## config.mk

```make
export PLATFORM = sky130hd
export DESIGN_NAME = cpu_clock_mode_control
export DESIGN_NICKNAME = d
export VERILOG_FILES = /design/src/rtl/clock_divider.v /design/src/rtl/cpu_clock_mode_control.v
export VERILOG_INCLUDE_DIRS = /design/src /design/src/rtl
export SDC_FILE = /design/constraint.sdc
export NUM_CORES = 1
export LEC_CHECK = 0
export ABC_AREA = 1
export BUFFER_PORTS_ARGS = -buffer_cell sky130_fd_sc_hd__buf_4
export CAP_MARGIN = 0
export CORE_UTILIZATION = 51
export CTS_CLUSTER_DIAMETER = 200
export DETAILED_ROUTE_END_ITERATION = 10
export PLACE_DENSITY = 0.8
export SLEW_MARGIN = 20
export SYNTH_ARGS = -nofsm -noshare
export SYNTH_HDL_FRONTEND = slang
export SYNTH_SLANG_ARGS = --single-unit
```

## constraint.sdc

```tcl
create_clock -name clock_i -period 2.1 [get_ports clock_i]
set_input_delay 0.525 -clock clock_i [delete_from_list [all_inputs] [get_ports clock_i]]
set_output_delay 0.525 -clock clock_i [all_outputs]
set_load 0.02 [all_outputs]
```

## src/rtl/cpu_clock_map.vh

```
`ifndef CPU_CLOCK_MAP_VH
`define CPU_CLOCK_MAP_VH
// register byte offsets
`define OFF_CPU_MODE_CONTROL   4'h0
`define OFF_OSC_DIV_RATIO      4'h4
`define OFF_INSTR_CONTROL      4'h8
`define OFF_CLOCK_STATUS       4'hc
// mode register fields
`define BIT_OSC_MODE           5
`define BIT_XOSC_STOP          4
`define BIT_IOSC_STOP          3
`define BIT_MODE1              1
`define BIT_MODE0              0
`define DIV_HI                 7
`define DIV_LO                 6
// division ratio field codes (bits 7:6)
`define DIV_XIN_DOUBLE         2'h0
`define DIV_XIN_HIGH           2'h1
`define DIV_XIN_MIDDLE         2'h2
`define DIV_INTERNAL           2'h3
// internal oscillator ratio codes
`define IDIV_1                 2'h0
`define IDIV_2                 2'h1
`define IDIV_8                 2'h2
`define IDIV_128               2'h3
// reset values
`define CPU_MODE_RESET         8'hc8
`define IDIV_RESET             2'h2
// lock mask: bits 5, 1, 0
`define LOCK_MASK              8'h23
`endif

```

## src/rtl/clock_divider.v

```verilog
`timescale 1ns/1ps
// =====================================================
// divides a clock enable stream by ratio_m1_i + 1, any ratio from 1 to 128
module clock_divider (
  // clock and reset
  input  wire       clock_i,
  input  wire       rst_n_i,
  // source tick and ratio
  input  wire       tick_i,
  input  wire [6:0] ratio_m1_i,
  // divided tick
  output reg        tick_o
);
  reg [6:0] count;
  always @(posedge clock_i or negedge rst_n_i) begin
    if (!rst_n_i) begin
      count  <= 7'h00;
      tick_o <= 1'b0;
    end else begin
      tick_o <= 1'b0;
      if (tick_i) begin
        if (count >= ratio_m1_i) begin
          count  <= 7'h00;
          tick_o <= 1'b1;
        end else begin
          count <= count + 7'h01;
        end
      end
    end
  end
endmodule

```

## src/rtl/cpu_clock_mode_control.v

```verilog
`timescale 1ns/1ps
`include "cpu_clock_map.vh"
// Behaviour
// RULE1: bit set/clear instruction on bits 2-4, 6, 7 locks bits 5, 1, 0.
// RULE2: bits 7:6 divide, bit 4 external stop, bit 3 internal stop steer clocks.
// RULE3: peripheral count sources follow the mode register division selection.
// RULE4: external source selected gives watchdog the undivided external clock.
// RULE5: internal source selected feeds internal oscillator to all peripherals.
// RULE6: internal mode divides internal oscillator by 1, 2, 8 or 128.
// RULE7: internal division ratio changes only the CPU clock, not peripherals.
// RULE8: after reset CPU runs from internal oscillator divided by eight.
// RULE9: switching back to internal oscillator forces divide by eight.
// RULE10: software without external oscillator writes 1001_0x00 to mode register.
// RULE11: bits 5, 1, 0 accept one write after reset, later writes ignored.
// RULE12: starts on internal oscillator; bit 5 picks ceramic or RC mode.
// RULE13: software uses double speed only with ceramic oscillation.
// RULE14: source and ratio changes take effect on a clock boundary.
module cpu_clock_mode_control (
  // clock and reset
  input  wire        clock_i,
  input  wire        rst_n_i,
  // oscillator pins (asynchronous)
  input  wire        ext_osc_i,
  input  wire        int_osc_i,
  // oscillator enables and main oscillator output
  output reg         ext_osc_enable_o,
  output reg         int_osc_enable_o,
  output reg         main_osc_output_o,
  // clock ticks and mode bits out
  output reg         cpu_clock_tick_o,
  output reg         periph_clock_tick_o,
  output reg         watchdog_clock_tick_o,
  output reg  [1:0]  osc_mode_bits_o,
  // axi4-lite write address
  input  wire [3:0]  s_axi_awaddr,
  input  wire        s_axi_awvalid,
  output wire        s_axi_awready,
  // axi4-lite write data
  input  wire [31:0] s_axi_wdata,
  input  wire [3:0]  s_axi_wstrb,
  input  wire        s_axi_wvalid,
  output wire        s_axi_wready,
  // axi4-lite write response
  output reg  [1:0]  s_axi_bresp,
  output reg         s_axi_bvalid,
  input  wire        s_axi_bready,
  // axi4-lite read address
  input  wire [3:0]  s_axi_araddr,
  input  wire        s_axi_arvalid,
  output wire        s_axi_arready,
  // axi4-lite read data
  output reg  [31:0] s_axi_rdata,
  output reg  [1:0]  s_axi_rresp,
  output reg         s_axi_rvalid,
  input  wire        s_axi_rready
);
  // =====================================================
  // pin synchronisers and edge ticks
  reg [2:0] ext_sync;
  reg [2:0] int_sync;
  always @(posedge clock_i or negedge rst_n_i) begin
    if (!rst_n_i) begin
      ext_sync <= 3'h0;
      int_sync <= 3'h0;
    end else begin
      ext_sync <= {ext_sync[1:0], ext_osc_i};
      int_sync <= {int_sync[1:0], int_osc_i};
    end
  end
  wire ext_tick = ext_sync[1] & ~ext_sync[2] & ext_osc_enable_o;
  wire int_tick = int_sync[1] & ~int_sync[2] & int_osc_enable_o;

  // =====================================================
  // registers
  reg  [7:0] mode;
  reg  [1:0] idiv;
  reg        locked;
  reg        aw_held;
  reg        w_held;
  reg  [3:0] aw_addr;
  reg [31:0] w_data;
  reg  [3:0] w_strb;
  wire       do_write = aw_held & w_held & ~s_axi_bvalid;
  wire       wr_byte0 = do_write & w_strb[0];
  assign s_axi_awready = ~aw_held & ~s_axi_bvalid;
  assign s_axi_wready  = ~w_held & ~s_axi_bvalid;
  assign s_axi_arready = ~s_axi_rvalid;

  // instruction control: bit 7 marks a single-bit instruction, bits 2:0 the bit
  wire       bit_instr = w_data[7];
  wire [2:0] bit_pos   = w_data[2:0];
  wire       bit_value = w_data[3];
  wire       instr_lock = (bit_pos >= 3'h2 && bit_pos <= 3'h4) || bit_pos >= 3'h6;

  reg  [7:0] next_mode;
  reg        next_locked;
  reg  [7:0] wr_val;
  always @* begin
    next_mode   = mode;
    next_locked = locked;
    wr_val      = mode;
    if (wr_byte0 && aw_addr == `OFF_CPU_MODE_CONTROL) begin
      wr_val = w_data[7:0];
    end else if (wr_byte0 && aw_addr == `OFF_INSTR_CONTROL && bit_instr) begin
      wr_val = mode;
      wr_val[bit_pos] = bit_value;
      if (instr_lock)
        next_locked = 1'b1; // RULE1
    end
    if (wr_byte0 && (aw_addr == `OFF_CPU_MODE_CONTROL ||
        (aw_addr == `OFF_INSTR_CONTROL && bit_instr))) begin
      if (locked)
        next_mode = (mode & `LOCK_MASK) | (wr_val & ~`LOCK_MASK); // RULE11
      else
        next_mode = wr_val;
      if (aw_addr == `OFF_CPU_MODE_CONTROL ||
          ((`LOCK_MASK >> bit_pos) & 8'h01) != 8'h00)
        next_locked = 1'b1; // RULE11
    end
  end

  always @(posedge clock_i or negedge rst_n_i) begin
    if (!rst_n_i) begin
      aw_held      <= 1'b0;
      w_held       <= 1'b0;
      aw_addr      <= 4'h0;
      w_data       <= 32'h0;
      w_strb       <= 4'h0;
      s_axi_bvalid <= 1'b0;
      s_axi_bresp  <= 2'h0;
      mode         <= `CPU_MODE_RESET; // RULE8 RULE12
      idiv         <= `IDIV_RESET;     // RULE8
      locked       <= 1'b0;
    end else begin
      if (s_axi_awvalid && s_axi_awready) begin
        aw_held <= 1'b1;
        aw_addr <= s_axi_awaddr;
      end
      if (s_axi_wvalid && s_axi_wready) begin
        w_held <= 1'b1;
        w_data <= s_axi_wdata;
        w_strb <= s_axi_wstrb;
      end
      if (do_write) begin
        aw_held      <= 1'b0;
        w_held       <= 1'b0;
        s_axi_bvalid <= 1'b1;
        s_axi_bresp  <= (aw_addr == `OFF_CPU_MODE_CONTROL || aw_addr == `OFF_OSC_DIV_RATIO ||
                         aw_addr == `OFF_INSTR_CONTROL) ? 2'h0 : 2'h2;
      end else if (s_axi_bvalid && s_axi_bready) begin
        s_axi_bvalid <= 1'b0;
      end
      mode   <= next_mode;
      locked <= next_locked;
      if (mode[`DIV_HI:`DIV_LO] != `DIV_INTERNAL &&
          next_mode[`DIV_HI:`DIV_LO] == `DIV_INTERNAL)
        idiv <= `IDIV_8; // RULE9
      else if (wr_byte0 && aw_addr == `OFF_OSC_DIV_RATIO)
        idiv <= w_data[1:0];
    end
  end

  // =====================================================
  // read channel
  always @(posedge clock_i or negedge rst_n_i) begin
    if (!rst_n_i) begin
      s_axi_rvalid <= 1'b0;
      s_axi_rdata  <= 32'h0;
      s_axi_rresp  <= 2'h0;
    end else if (s_axi_arvalid && s_axi_arready) begin
      s_axi_rvalid <= 1'b1;
      s_axi_rresp  <= 2'h0;
      case (s_axi_araddr)
        `OFF_CPU_MODE_CONTROL: s_axi_rdata <= {24'h0, mode};
        `OFF_OSC_DIV_RATIO:    s_axi_rdata <= {30'h0, idiv};
        `OFF_INSTR_CONTROL:    s_axi_rdata <= 32'h0;
        `OFF_CLOCK_STATUS:     s_axi_rdata <= {29'h0, locked, ext_osc_enable_o,
                                               int_osc_enable_o};
        default: begin
          s_axi_rdata <= 32'h0;
          s_axi_rresp <= 2'h2;
        end
      endcase
    end else if (s_axi_rvalid && s_axi_rready) begin
      s_axi_rvalid <= 1'b0;
    end
  end

  // =====================================================
  // clock selection and division
  wire use_int = (mode[`DIV_HI:`DIV_LO] == `DIV_INTERNAL);
  reg  [6:0] cpu_ratio;
  reg  [6:0] per_ratio;
  always @* begin
    case (idiv)
      `IDIV_1: cpu_ratio = 7'h00; // RULE6
      `IDIV_2: cpu_ratio = 7'h01;
      `IDIV_8: cpu_ratio = 7'h07;
      default: cpu_ratio = 7'h7f;
    endcase
    if (!use_int) begin
      case (mode[`DIV_HI:`DIV_LO])
        `DIV_XIN_DOUBLE: cpu_ratio = 7'h00; // RULE13
        `DIV_XIN_HIGH:   cpu_ratio = 7'h01;
        default:         cpu_ratio = 7'h07;
      endcase
    end
    per_ratio = use_int ? 7'h00 : cpu_ratio; // RULE3 RULE7
  end

  wire src_tick = use_int ? int_tick : ext_tick; // RULE2 RULE5
  wire cpu_tick;
  wire per_tick;
  clock_divider u_cpu_div (
    .clock_i    (clock_i),
    .rst_n_i    (rst_n_i),
    .tick_i     (src_tick),
    .ratio_m1_i (cpu_ratio),
    .tick_o     (cpu_tick)
  );
  clock_divider u_per_div (
    .clock_i    (clock_i),
    .rst_n_i    (rst_n_i),
    .tick_i     (src_tick),
    .ratio_m1_i (per_ratio),
    .tick_o     (per_tick)
  );

  // outputs registered so a ratio change lands on a tick boundary
  always @(posedge clock_i or negedge rst_n_i) begin
    if (!rst_n_i) begin
      cpu_clock_tick_o      <= 1'b0;
      periph_clock_tick_o   <= 1'b0;
      watchdog_clock_tick_o <= 1'b0;
      ext_osc_enable_o      <= 1'b0;
      int_osc_enable_o      <= 1'b1;
      main_osc_output_o     <= 1'b0;
      osc_mode_bits_o       <= 2'h0;
    end else begin
      cpu_clock_tick_o      <= cpu_tick;  // RULE14
      periph_clock_tick_o   <= per_tick;  // RULE3 RULE5
      watchdog_clock_tick_o <= use_int ? int_tick : ext_tick; // RULE4 RULE5
      ext_osc_enable_o      <= ~mode[`BIT_XOSC_STOP] | ~use_int; // RULE2
      int_osc_enable_o      <= ~mode[`BIT_IOSC_STOP] | use_int;  // RULE2
      main_osc_output_o     <= ext_osc_enable_o & ~ext_sync[2] & ~mode[`BIT_OSC_MODE];
      osc_mode_bits_o       <= {mode[`BIT_MODE1], mode[`BIT_MODE0]};
    end
  end
endmodule

```

* Word level (Yosys, flattened, before mapping)
Cells that the tools add are included.
** Storage, ports and cells
- Input port bits :: 53
- Bits in registers :: 94
- Logic and storage cells :: 140
- Output and inout bits :: 49
** Operators by class
- Equal/unequal tests :: 11
- Shifts and indexed selects :: 1
- $add $sub $neg :: 2
- Reductions and logical operators :: 31
- Bitwise operators :: 24
- $lt $le $gt $ge :: 7
- Multiplexer cells :: 36
** Operators with widths (number)
- 8-bit two-way mux :: 4
- 7-bit two-way mux :: 4
- 8-bit case mux with 3 select lines :: 1
- 7-bit case mux with 3 select lines :: 1
- 1-bit two-way mux :: 19
- 7-bit by 1-bit adder with 7-bit output, second input constant :: 2
- 7-bit greater-or-equal comparator :: 2
- 1-bit logical AND :: 14
- 4-bit equality test, second input constant :: 3
- 1-bit AND :: 11
- 1-bit inverter :: 10
- 2-bit nonzero test :: 5
- 8-bit bitwise mux :: 1
- 4-bit by 3-bit equality test with 1-bit output, second input constant :: 2
- 4-bit logical NOT :: 2
- 2-bit two-way mux :: 4
- 6-bit by 8-bit OR with 8-bit output :: 1
- 2-bit equality test, second input constant :: 3
- 3-bit case mux with 2 select lines :: 1
- 6-bit by 3-bit >> shifter with 1-bit output, first input constant :: 1
- 1-bit logical OR :: 5
- 2-bit by 1-bit equality test with 1-bit output, second input constant :: 2
- 2-bit logical NOT :: 2
- 3-bit by 4-bit < comparator with 1-bit output, second input constant :: 1
- 10 further kinds :: 11

* Longest topological paths before layout
Gate-level depths: netlist of run 1.
- Depth in word-level cells :: 13
- Depth in mapped cells :: 15

* Hierarchy
A second synthesis of run 1 with hierarchy kept.
** Unflattened totals
- Cells, all modules :: 424
- Area, all modules :: 3593.4 um^2
** By module, submodules not included
- cpu_clock_mode_control :: sequential area each 1307.5 um^2, area an instance 2434.8 um^2, times used 1, cells each 272
- clock_divider :: sequential area each 200.2 um^2, area an instance 579.3 um^2, times used 2, cells each 76

* Worst setup path after synthesis of run 1
Ideal clock, no wire load.
- Path kind :: reg2reg
- Start :: register mode[6]
- End :: register u_per_div.count[2]
- Setup slack :: 0.205 ns
- Cell stages (with the launch flop) :: 12
- Required time :: 1.979 ns
- Clock period less this slack :: 1.895 ns
- Arrival :: 1.774 ns
- Buffers on the path :: 0
- Cell sequence :: dfstp_2 nand2_2 nor3_1 a21oi_1 and2_1 ha_1 inv_1 a21boi_0 o21ai_0 and2_1 nor2_1 nor3_2
** On the way
- Longest elaborated chain between the ends :: 6
- Elaborated cells on any way between the ends :: 9
** RTL lines
- start: declaration :: RTL line cpu_clock_mode_control.v:75 : reg [7:0] mode;
- start signal: assignment :: RTL line cpu_clock_mode_control.v:131 : mode <= `CPU_MODE_RESET;
- start signal: assignment :: RTL line cpu_clock_mode_control.v:153 : mode <= next_mode;
- 2-bit by 1-bit equality test with 1-bit output / 2-bit logical NOT (equally long branches) :: RTL line cpu_clock_mode_control.v:202 : case (mode[`DIV_HI:`DIV_LO])
- 3-bit case mux with 2 select lines :: RTL line cpu_clock_mode_control.v:202
- 7-bit two-way mux :: RTL line cpu_clock_mode_control.v:201 : if (!use_int) begin
- 7-bit two-way mux :: RTL line cpu_clock_mode_control.v:208 : per_ratio = use_int ? 7'h00 : cpu_ratio;
- 7-bit greater-or-equal comparator :: RTL line clock_divider.v:22 : if (count >= ratio_m1_i) begin
- 7-bit two-way mux :: RTL line clock_divider.v:22
- end signal: assignment :: RTL line clock_divider.v:26 : count <= count + 7'h01;
- end: declaration :: RTL line clock_divider.v:14 : reg [6:0] count;
Parallel ways exist; a longest one is shown, timed or not.
A chain may end at the register's enable or synchronous reset.

* Final worst setup path of run 1
Same ends and word-level chain as after synthesis.

==> results of run 1 <==
final timing paths:
check                                           end  slack, ps  cells past startpoint
min in group asynchronous          u_per_div.tick_o        560                      2
worst max-delay path             u_per_div.count[2]        160                     11
worst min register to register  periph_clock_tick_o        360                      0
worst min-delay path                    int_sync[0]        290                      1
worst max register to register   u_per_div.count[2]        160                     11
max in group asynchronous                   mode[7]        950                      3
critical path, stage by stage, from the launching register on:
cell      delay [ps]
dfstp_2          550
nand2_2           70
nor3_2           120
a21oi_1           70
and2_1           150
ha_1             280
inv_1             50
a21boi_0          60
o21ai_0          140
and2_4           190
nor2_2            50
nor3_2           120
layout by cell type, fill, tap and decap left out, types with 2 or more instances in the layout:
cell type and n:
a21oi_1 18, buf_4 51, bufinv_16 2, clkbuf_1 2, clkbuf_8 10, conb_1 26
dfrtp_1 63, dfstp_2 5, ha_1 10, inv_1 38, inv_2 4, mux2_2 6
nand2_1 79, nand2_2 3, nand3_1 22, nand4_1 7, nand4_2 2, nor2_1 42
nor2_2 3, nor3_1 2, nor3_2 3, o21ai_0 16, o21ai_1 2, o31ai_1 3
xor2_1 4
logic make-up after synthesis:
logic type | after synthesis | share of synthesized area [%]
other | 1 | 0.111
AO/OA/AOI/OAI | 45 | 7.55
AND/OR/NAND/NOR | 170 | 22.8
buffers and inverters | 74 | 11.7
XOR/XNOR | 4 | 1.04
multiplexers | 7 | 2.31
adder cells (fa/ha/maj) | 10 | 3.72
flip-flops | 68 | 50.8
registers in the layout, summed over array words and instances (netlist names), 2 cells and up, named ones only:
signal,cells
s_axi_rdata,8
mode,2
osc_mode_bits_o,2
int_sync,3
idiv,2
u_cpu_div.count,7
w_data,8
u_per_div.count,7
ext_sync,3
aw_addr,4
final cells by class:
type / instances / area share (%)
Tap cell: 77 / 2.43
Multi-Input combinational cell: 262 / 34.6
Timing Repair Buffer: 53 / 10.4
Sequential cell: 68 / 43.1
Clock buffer: 12 / 3.66
Inverter: 42 / 3.98
Clock inverter: 4 / 1.83
metal layers:
| layer | vias up | global-route usage (%) | share of wire (%) |
|---|---|---|---|
| met5 | - | 0 | 0 |
| met4 | 0 | 9.56 | 1.8 |
| met3 | 10 | 4.17 | 4.8 |
| met2 | 76 | 33.4 | 49 |
| met1 | 1169 | 24.1 | 44 |
| li1 | 1287 | - | - |
power by group through the flow:
stage | clock network (W) | registers, W | logic [W]
2_1_floorplan | 0 | 0.00193 | 0.00102
3_3_place_gp | 0 | 0.00195 | 0.00135
3_5_place_dp | 0 | 0.00197 | 0.00139
4_1_cts | 0.00120 | 0.00194 | 0.00140
5_1_grt | 0.00126 | 0.00199 | 0.00163
6_report | 0.00117 | 0.00195 | 0.00143
timing repair:
action | in CTS | in global routing
resized for setup | 0 | 6
endpoints found under the setup margin | 0 | 11
hold buffers | 1 | 0
endpoints found under the hold margin | 8 | 0
metrics by stage:
step	instances	setup slack [ps]	hold slack, ps
2_1_floorplan	404	205	229
3_3_place_gp	501	125	334
3_5_place_dp	501	63.1	339
4_1_cts	518	37.4	275
5_1_grt	518	30.2	268
6_report	518	164	289
==> metrics.txt, run 1 <==
status=complete, no violations; LEAKAGE=2.07 nW; final critical-path share of the clock period=92.2%; antenna cells=0; vias per cell=4.91; nets=499; Pint=0.00293 W; WL/cell=11.9 um; Hold Path Class=in -> reg; critical path type=reg -> reg; Max VDD drop=0.000856 V; # DRC=0; clock root buffer=clkbuf_8; Pins Over Slew Limit=0; post-synthesis sequential area ratio=50.8%; I/O Buffers=48; DR pass1 iterations=4; first-iteration detailed-routing DRC count=149; switching pwr=0.00162 W; Multi-input gate area=1370 sq um; post-synth top area share=46.9%; Sum Neg Setup Slack=0 ps; global route overflow=0; Clock power frac=25.8%; full die area=6930 sq um; Flop pwr share=42.8%; Clock Latency Late Sink=340 ps; Routed Wire Length=6.19 mm; DP Wirelength=4.47 mm; Die X=83.2 um; most common cell in the netlist=nand2_1; leading area contributor after synthesis=dfrtp_1; post-synth cell types=37; Area contributors post-synth=dfrtp_1 (47%), nand2_1 (8.8%), buf_4 (5.8%), nor2_1 (4.8%), inv_1 (4.4%); final setup violation count=0; routability cong.=0.838; Avg Synthesized Cell Area=8.88 sq um; Critical Path RT=2360 ps; total number of vias=2542; minimum clock period=1940 ps; Post-Syn Instances=379; clk_skew=7.96 ps; CTS max path bufs=2; number of post-CTS setup repair buffers=0; chip height=83.2 um; layout overhead on the synthesized area=17.9%; Arrival @ worst endpoint=2190 ps; overall power=0.00455 W; Initial Util=53.0%; critical path fanouts, max=4; Mapped Area=3360 sq um; Post-synth EDFFs=0; Layout Cell Area excl Fill=3970 sq um; DRT antenna net count=0; Hold Path Origin=int_osc_i; Num CTS Buffers=9; Post-Place Cell Area=3720 sq um; num ports=102; Gate power share=31.4%; P per Cell Area=1150 nW/um^2; register area=1710 sq um; CP Launch Type=flop; initial antenna violation count=0; H-tree level count=3; Sink Count=68; global-route wire length before repair=10.9 mm; Core ar.=6350 sq um; worst setup path startpoint=mode[6]; switch share=35.6%; # rows=29; asr flop ratio synth=100%; max-cap check violation count=0; Clk pin slew, worst setup/hold paths=70 ps; Commonest cells post-synth=nand2_1 (79), dfrtp_1 (63), nor2_1 (43); Total GRT Usage=19.8%; largest net degree at the start of global routing=61; CTS tree=yes; CP endpoint kind=flop; Syn. warnings=0; Yosys reg bits=68; Crit Reg-Reg Startpoint=mode[6]; Filler Cells Inserted=524; final hold vios=0; share of cells above drive strength 1=22.2%; RSZ-0062 raised after global routing=no; vias in the first global route=2472; Primary FF master, synth=dfrtp_1; fmax=0.516 GHz; final core utilization=62.4%
Power figures use the tool's default switching activity.
==> run 2: changes to the inputs <==
TNS_END_PERCENT = 10   (was not set)
clock period = 1.8 ns   (was 2.1 ns; I/O delays follow)
==> metrics.txt, run 2 (synthesized netlist as in run 1, its figures left out) <==
status=finished with violations; failing checks=setup timing; fmax=0.531 GHz (+2.8%); global-route wire length before repair=11.2 mm (+2.5%); dpl ws=-157 ps (-220 ps); critical path type=reg -> reg; RSZ-0062 raised after global routing=yes; Total GRT Usage=20.1% (+0.36 points); vias in the first global route=2549 (+3.1%); Buf/Inv on CP=2 (+1); CP Launch Type=flop; num ports=102 (unchanged); antenna cells=0 (unchanged); global route overflow=0 (unchanged); Pins Over Slew Limit=0 (unchanged); layout overhead on the synthesized area=21.9%; worst setup path startpoint=mode[6]; initial antenna violation count=0 (unchanged); critical path, cell by cell=nand2_4 > nor3_4 > a21oi_2 > and2_1 > ha_1 > inv_1 > a21boi_1 > o21ai_1 > and2_4 > o22ai_2 > inv_1; final hold vios=0 (unchanged); Hold Path Origin=int_osc_i; Worst path top cell family by delay=flip-flops; Layout Cell Area excl Fill=4100 sq um (+3.4%); Worst path slowest cell=dfstp_2; final critical-path share of the clock period=105% (+12 points); Max VDD drop=0.000767 V (-10%); minimum clock period=1880 ps (-52.1 ps); slowest stage delay, CP=570 ps (+20 ps); chip height=83.2 um (unchanged); Worst R2R Setup Slack=-80 ps (-250 ps); Sum Neg Setup Slack=-730 ps (-730 ps); Clk pin slew, worst setup/hold paths=80 ps (about the same); Sink Count=68 (unchanged); placed insts=509 (+1.6%); critical path fanouts, max=4 (unchanged); H-tree level count=3 (unchanged); clk_skew=8.43 ps (+0.464 ps); WL/cell=12.2 um (+1.9%); Critical Path RT=2040 ps (-320 ps); total number of vias=2613 (+2.8%); # rows=29 (unchanged); CTS tree=yes; Worst path most repeated cell=inv_1; CP endpoint kind=flop; most common cell after layout, fill and taps aside=nand2_1; share of cells above drive strength 1=26.0% (+3.8 points); DP Wirelength=4.74 mm (+6.2%); LEAKAGE=2.12 nW (+2.5%); max-cap check violation count=0 (unchanged); Hold Path Class=in -> reg; clock root buffer=clkbuf_8; CTS max path bufs=2 (unchanged); Routed Wire Length=6.41 mm (+3.7%); P per Cell Area=1360 nW/um^2 (+18%); final setup violation count=11 (+11); most frequent cells in the layout=nand2_1 (77), dfrtp_1 (63), buf_4 (60); Die X=83.2 um (unchanged); largest net degree at the start of global routing=32 (-48%); Crit Reg-Reg Startpoint=mode[6]; overall power=0.00556 W (+22%); Num CTS Buffers=9 (unchanged); DRT antenna net count=0 (unchanged); # DRC=0 (unchanged); DR pass1 iterations=4 (unchanged); I/O Buffers=48 (unchanged); vias per cell=4.96 (+1.0%); non-filler cells, final=527 (+1.7%); Arrival @ worst endpoint=2120 ps (-70 ps); full die area=6930 sq um (unchanged); top flop regs=s_axi_rdata (8), w_data (8); Post-Place Cell Area=3800 sq um (+2.2%); first-iteration detailed-routing DRC count=133 (-11%); routability cong.=0.821 (-2.1%); fin worst setup slack=-84.3 ps (-248 ps); Initial Util=53.0% (unchanged); Core ar.=6350 sq um (unchanged); Clock Latency Late Sink=340 ps (about the same); nets=508 (+1.8%)
-- run 2: worst register-to-register path: cells and delay by family (launching register included) --
kind	cells	cell delay, ps
compound gates	4	350
buf+inv	2	90
simple gates	4	510
fa+ha+maj	1	270
flops	1	570
-- run 2: repair_timing --
| item | 4_1_cts | 5_1_grt |
|---|---|---|
| hold buffers | 1 | 0 |
| hold endpoints to repair | 15 | 0 |
| pin swaps | 5 | 0 |
| resized for setup | 7 | 8 |
| setup buffers | 1 | 0 |
| setup endpoints to repair | 13 | 13 |
-- run 2: stage by stage --
stage	hold slack, ps	util [%]
2_1_floorplan	154	-
3_3_place_gp	331	59.9
3_5_place_dp	338	59.9
4_1_cts	207	64.1
5_1_grt	196	64.6
6_report	209	64.6
-- run 2: area by class of cell --
class	count	area, sq um
inverter	42	160
timing repair buffer	62	480
fill	510	2250
clock buffer	10	138
clock inverter	6	87.6
multi-input combinational	262	1430
sequential	68	1710
tap	77	96.3
-- run 2: per-layer routing --
| layer | track usage [%] | wire length, um |
|---|---|---|
| met3 | 3.98 | 324 |
| met5 | 0 | 0 |
| met2 | 32.4 | 3050 |
| met1 | 26.1 | 2900 |
| met4 | 9.87 | 140 |
-- run 2: worst paths after layout --
| check | depth (start not counted) | endpoint |
|---|---|---|
| setup / recovery | 11 | u_per_div.count[3] |
| hold / removal | 1 | int_sync[0] |
| setup reg to reg | 11 | u_per_div.count[3] |
| hold reg to reg | 0 | int_sync[1] |
| max in group asynchronous | 3 | u_cpu_div.count[4] |
| min in group asynchronous | 2 | periph_clock_tick_o |
-- run 2: where the power goes --
| part | leakage, nW | switching, W | internal, W |
|---|---|---|---|
| logic | 1.16 | 0.00109 | 0.000786 |
| registers | 0.851 | 0.000356 | 0.00193 |
| clock network | 0.105 | 0.000582 | 0.000814 |
| total | 2.12 | 0.00203 | 0.00353 |
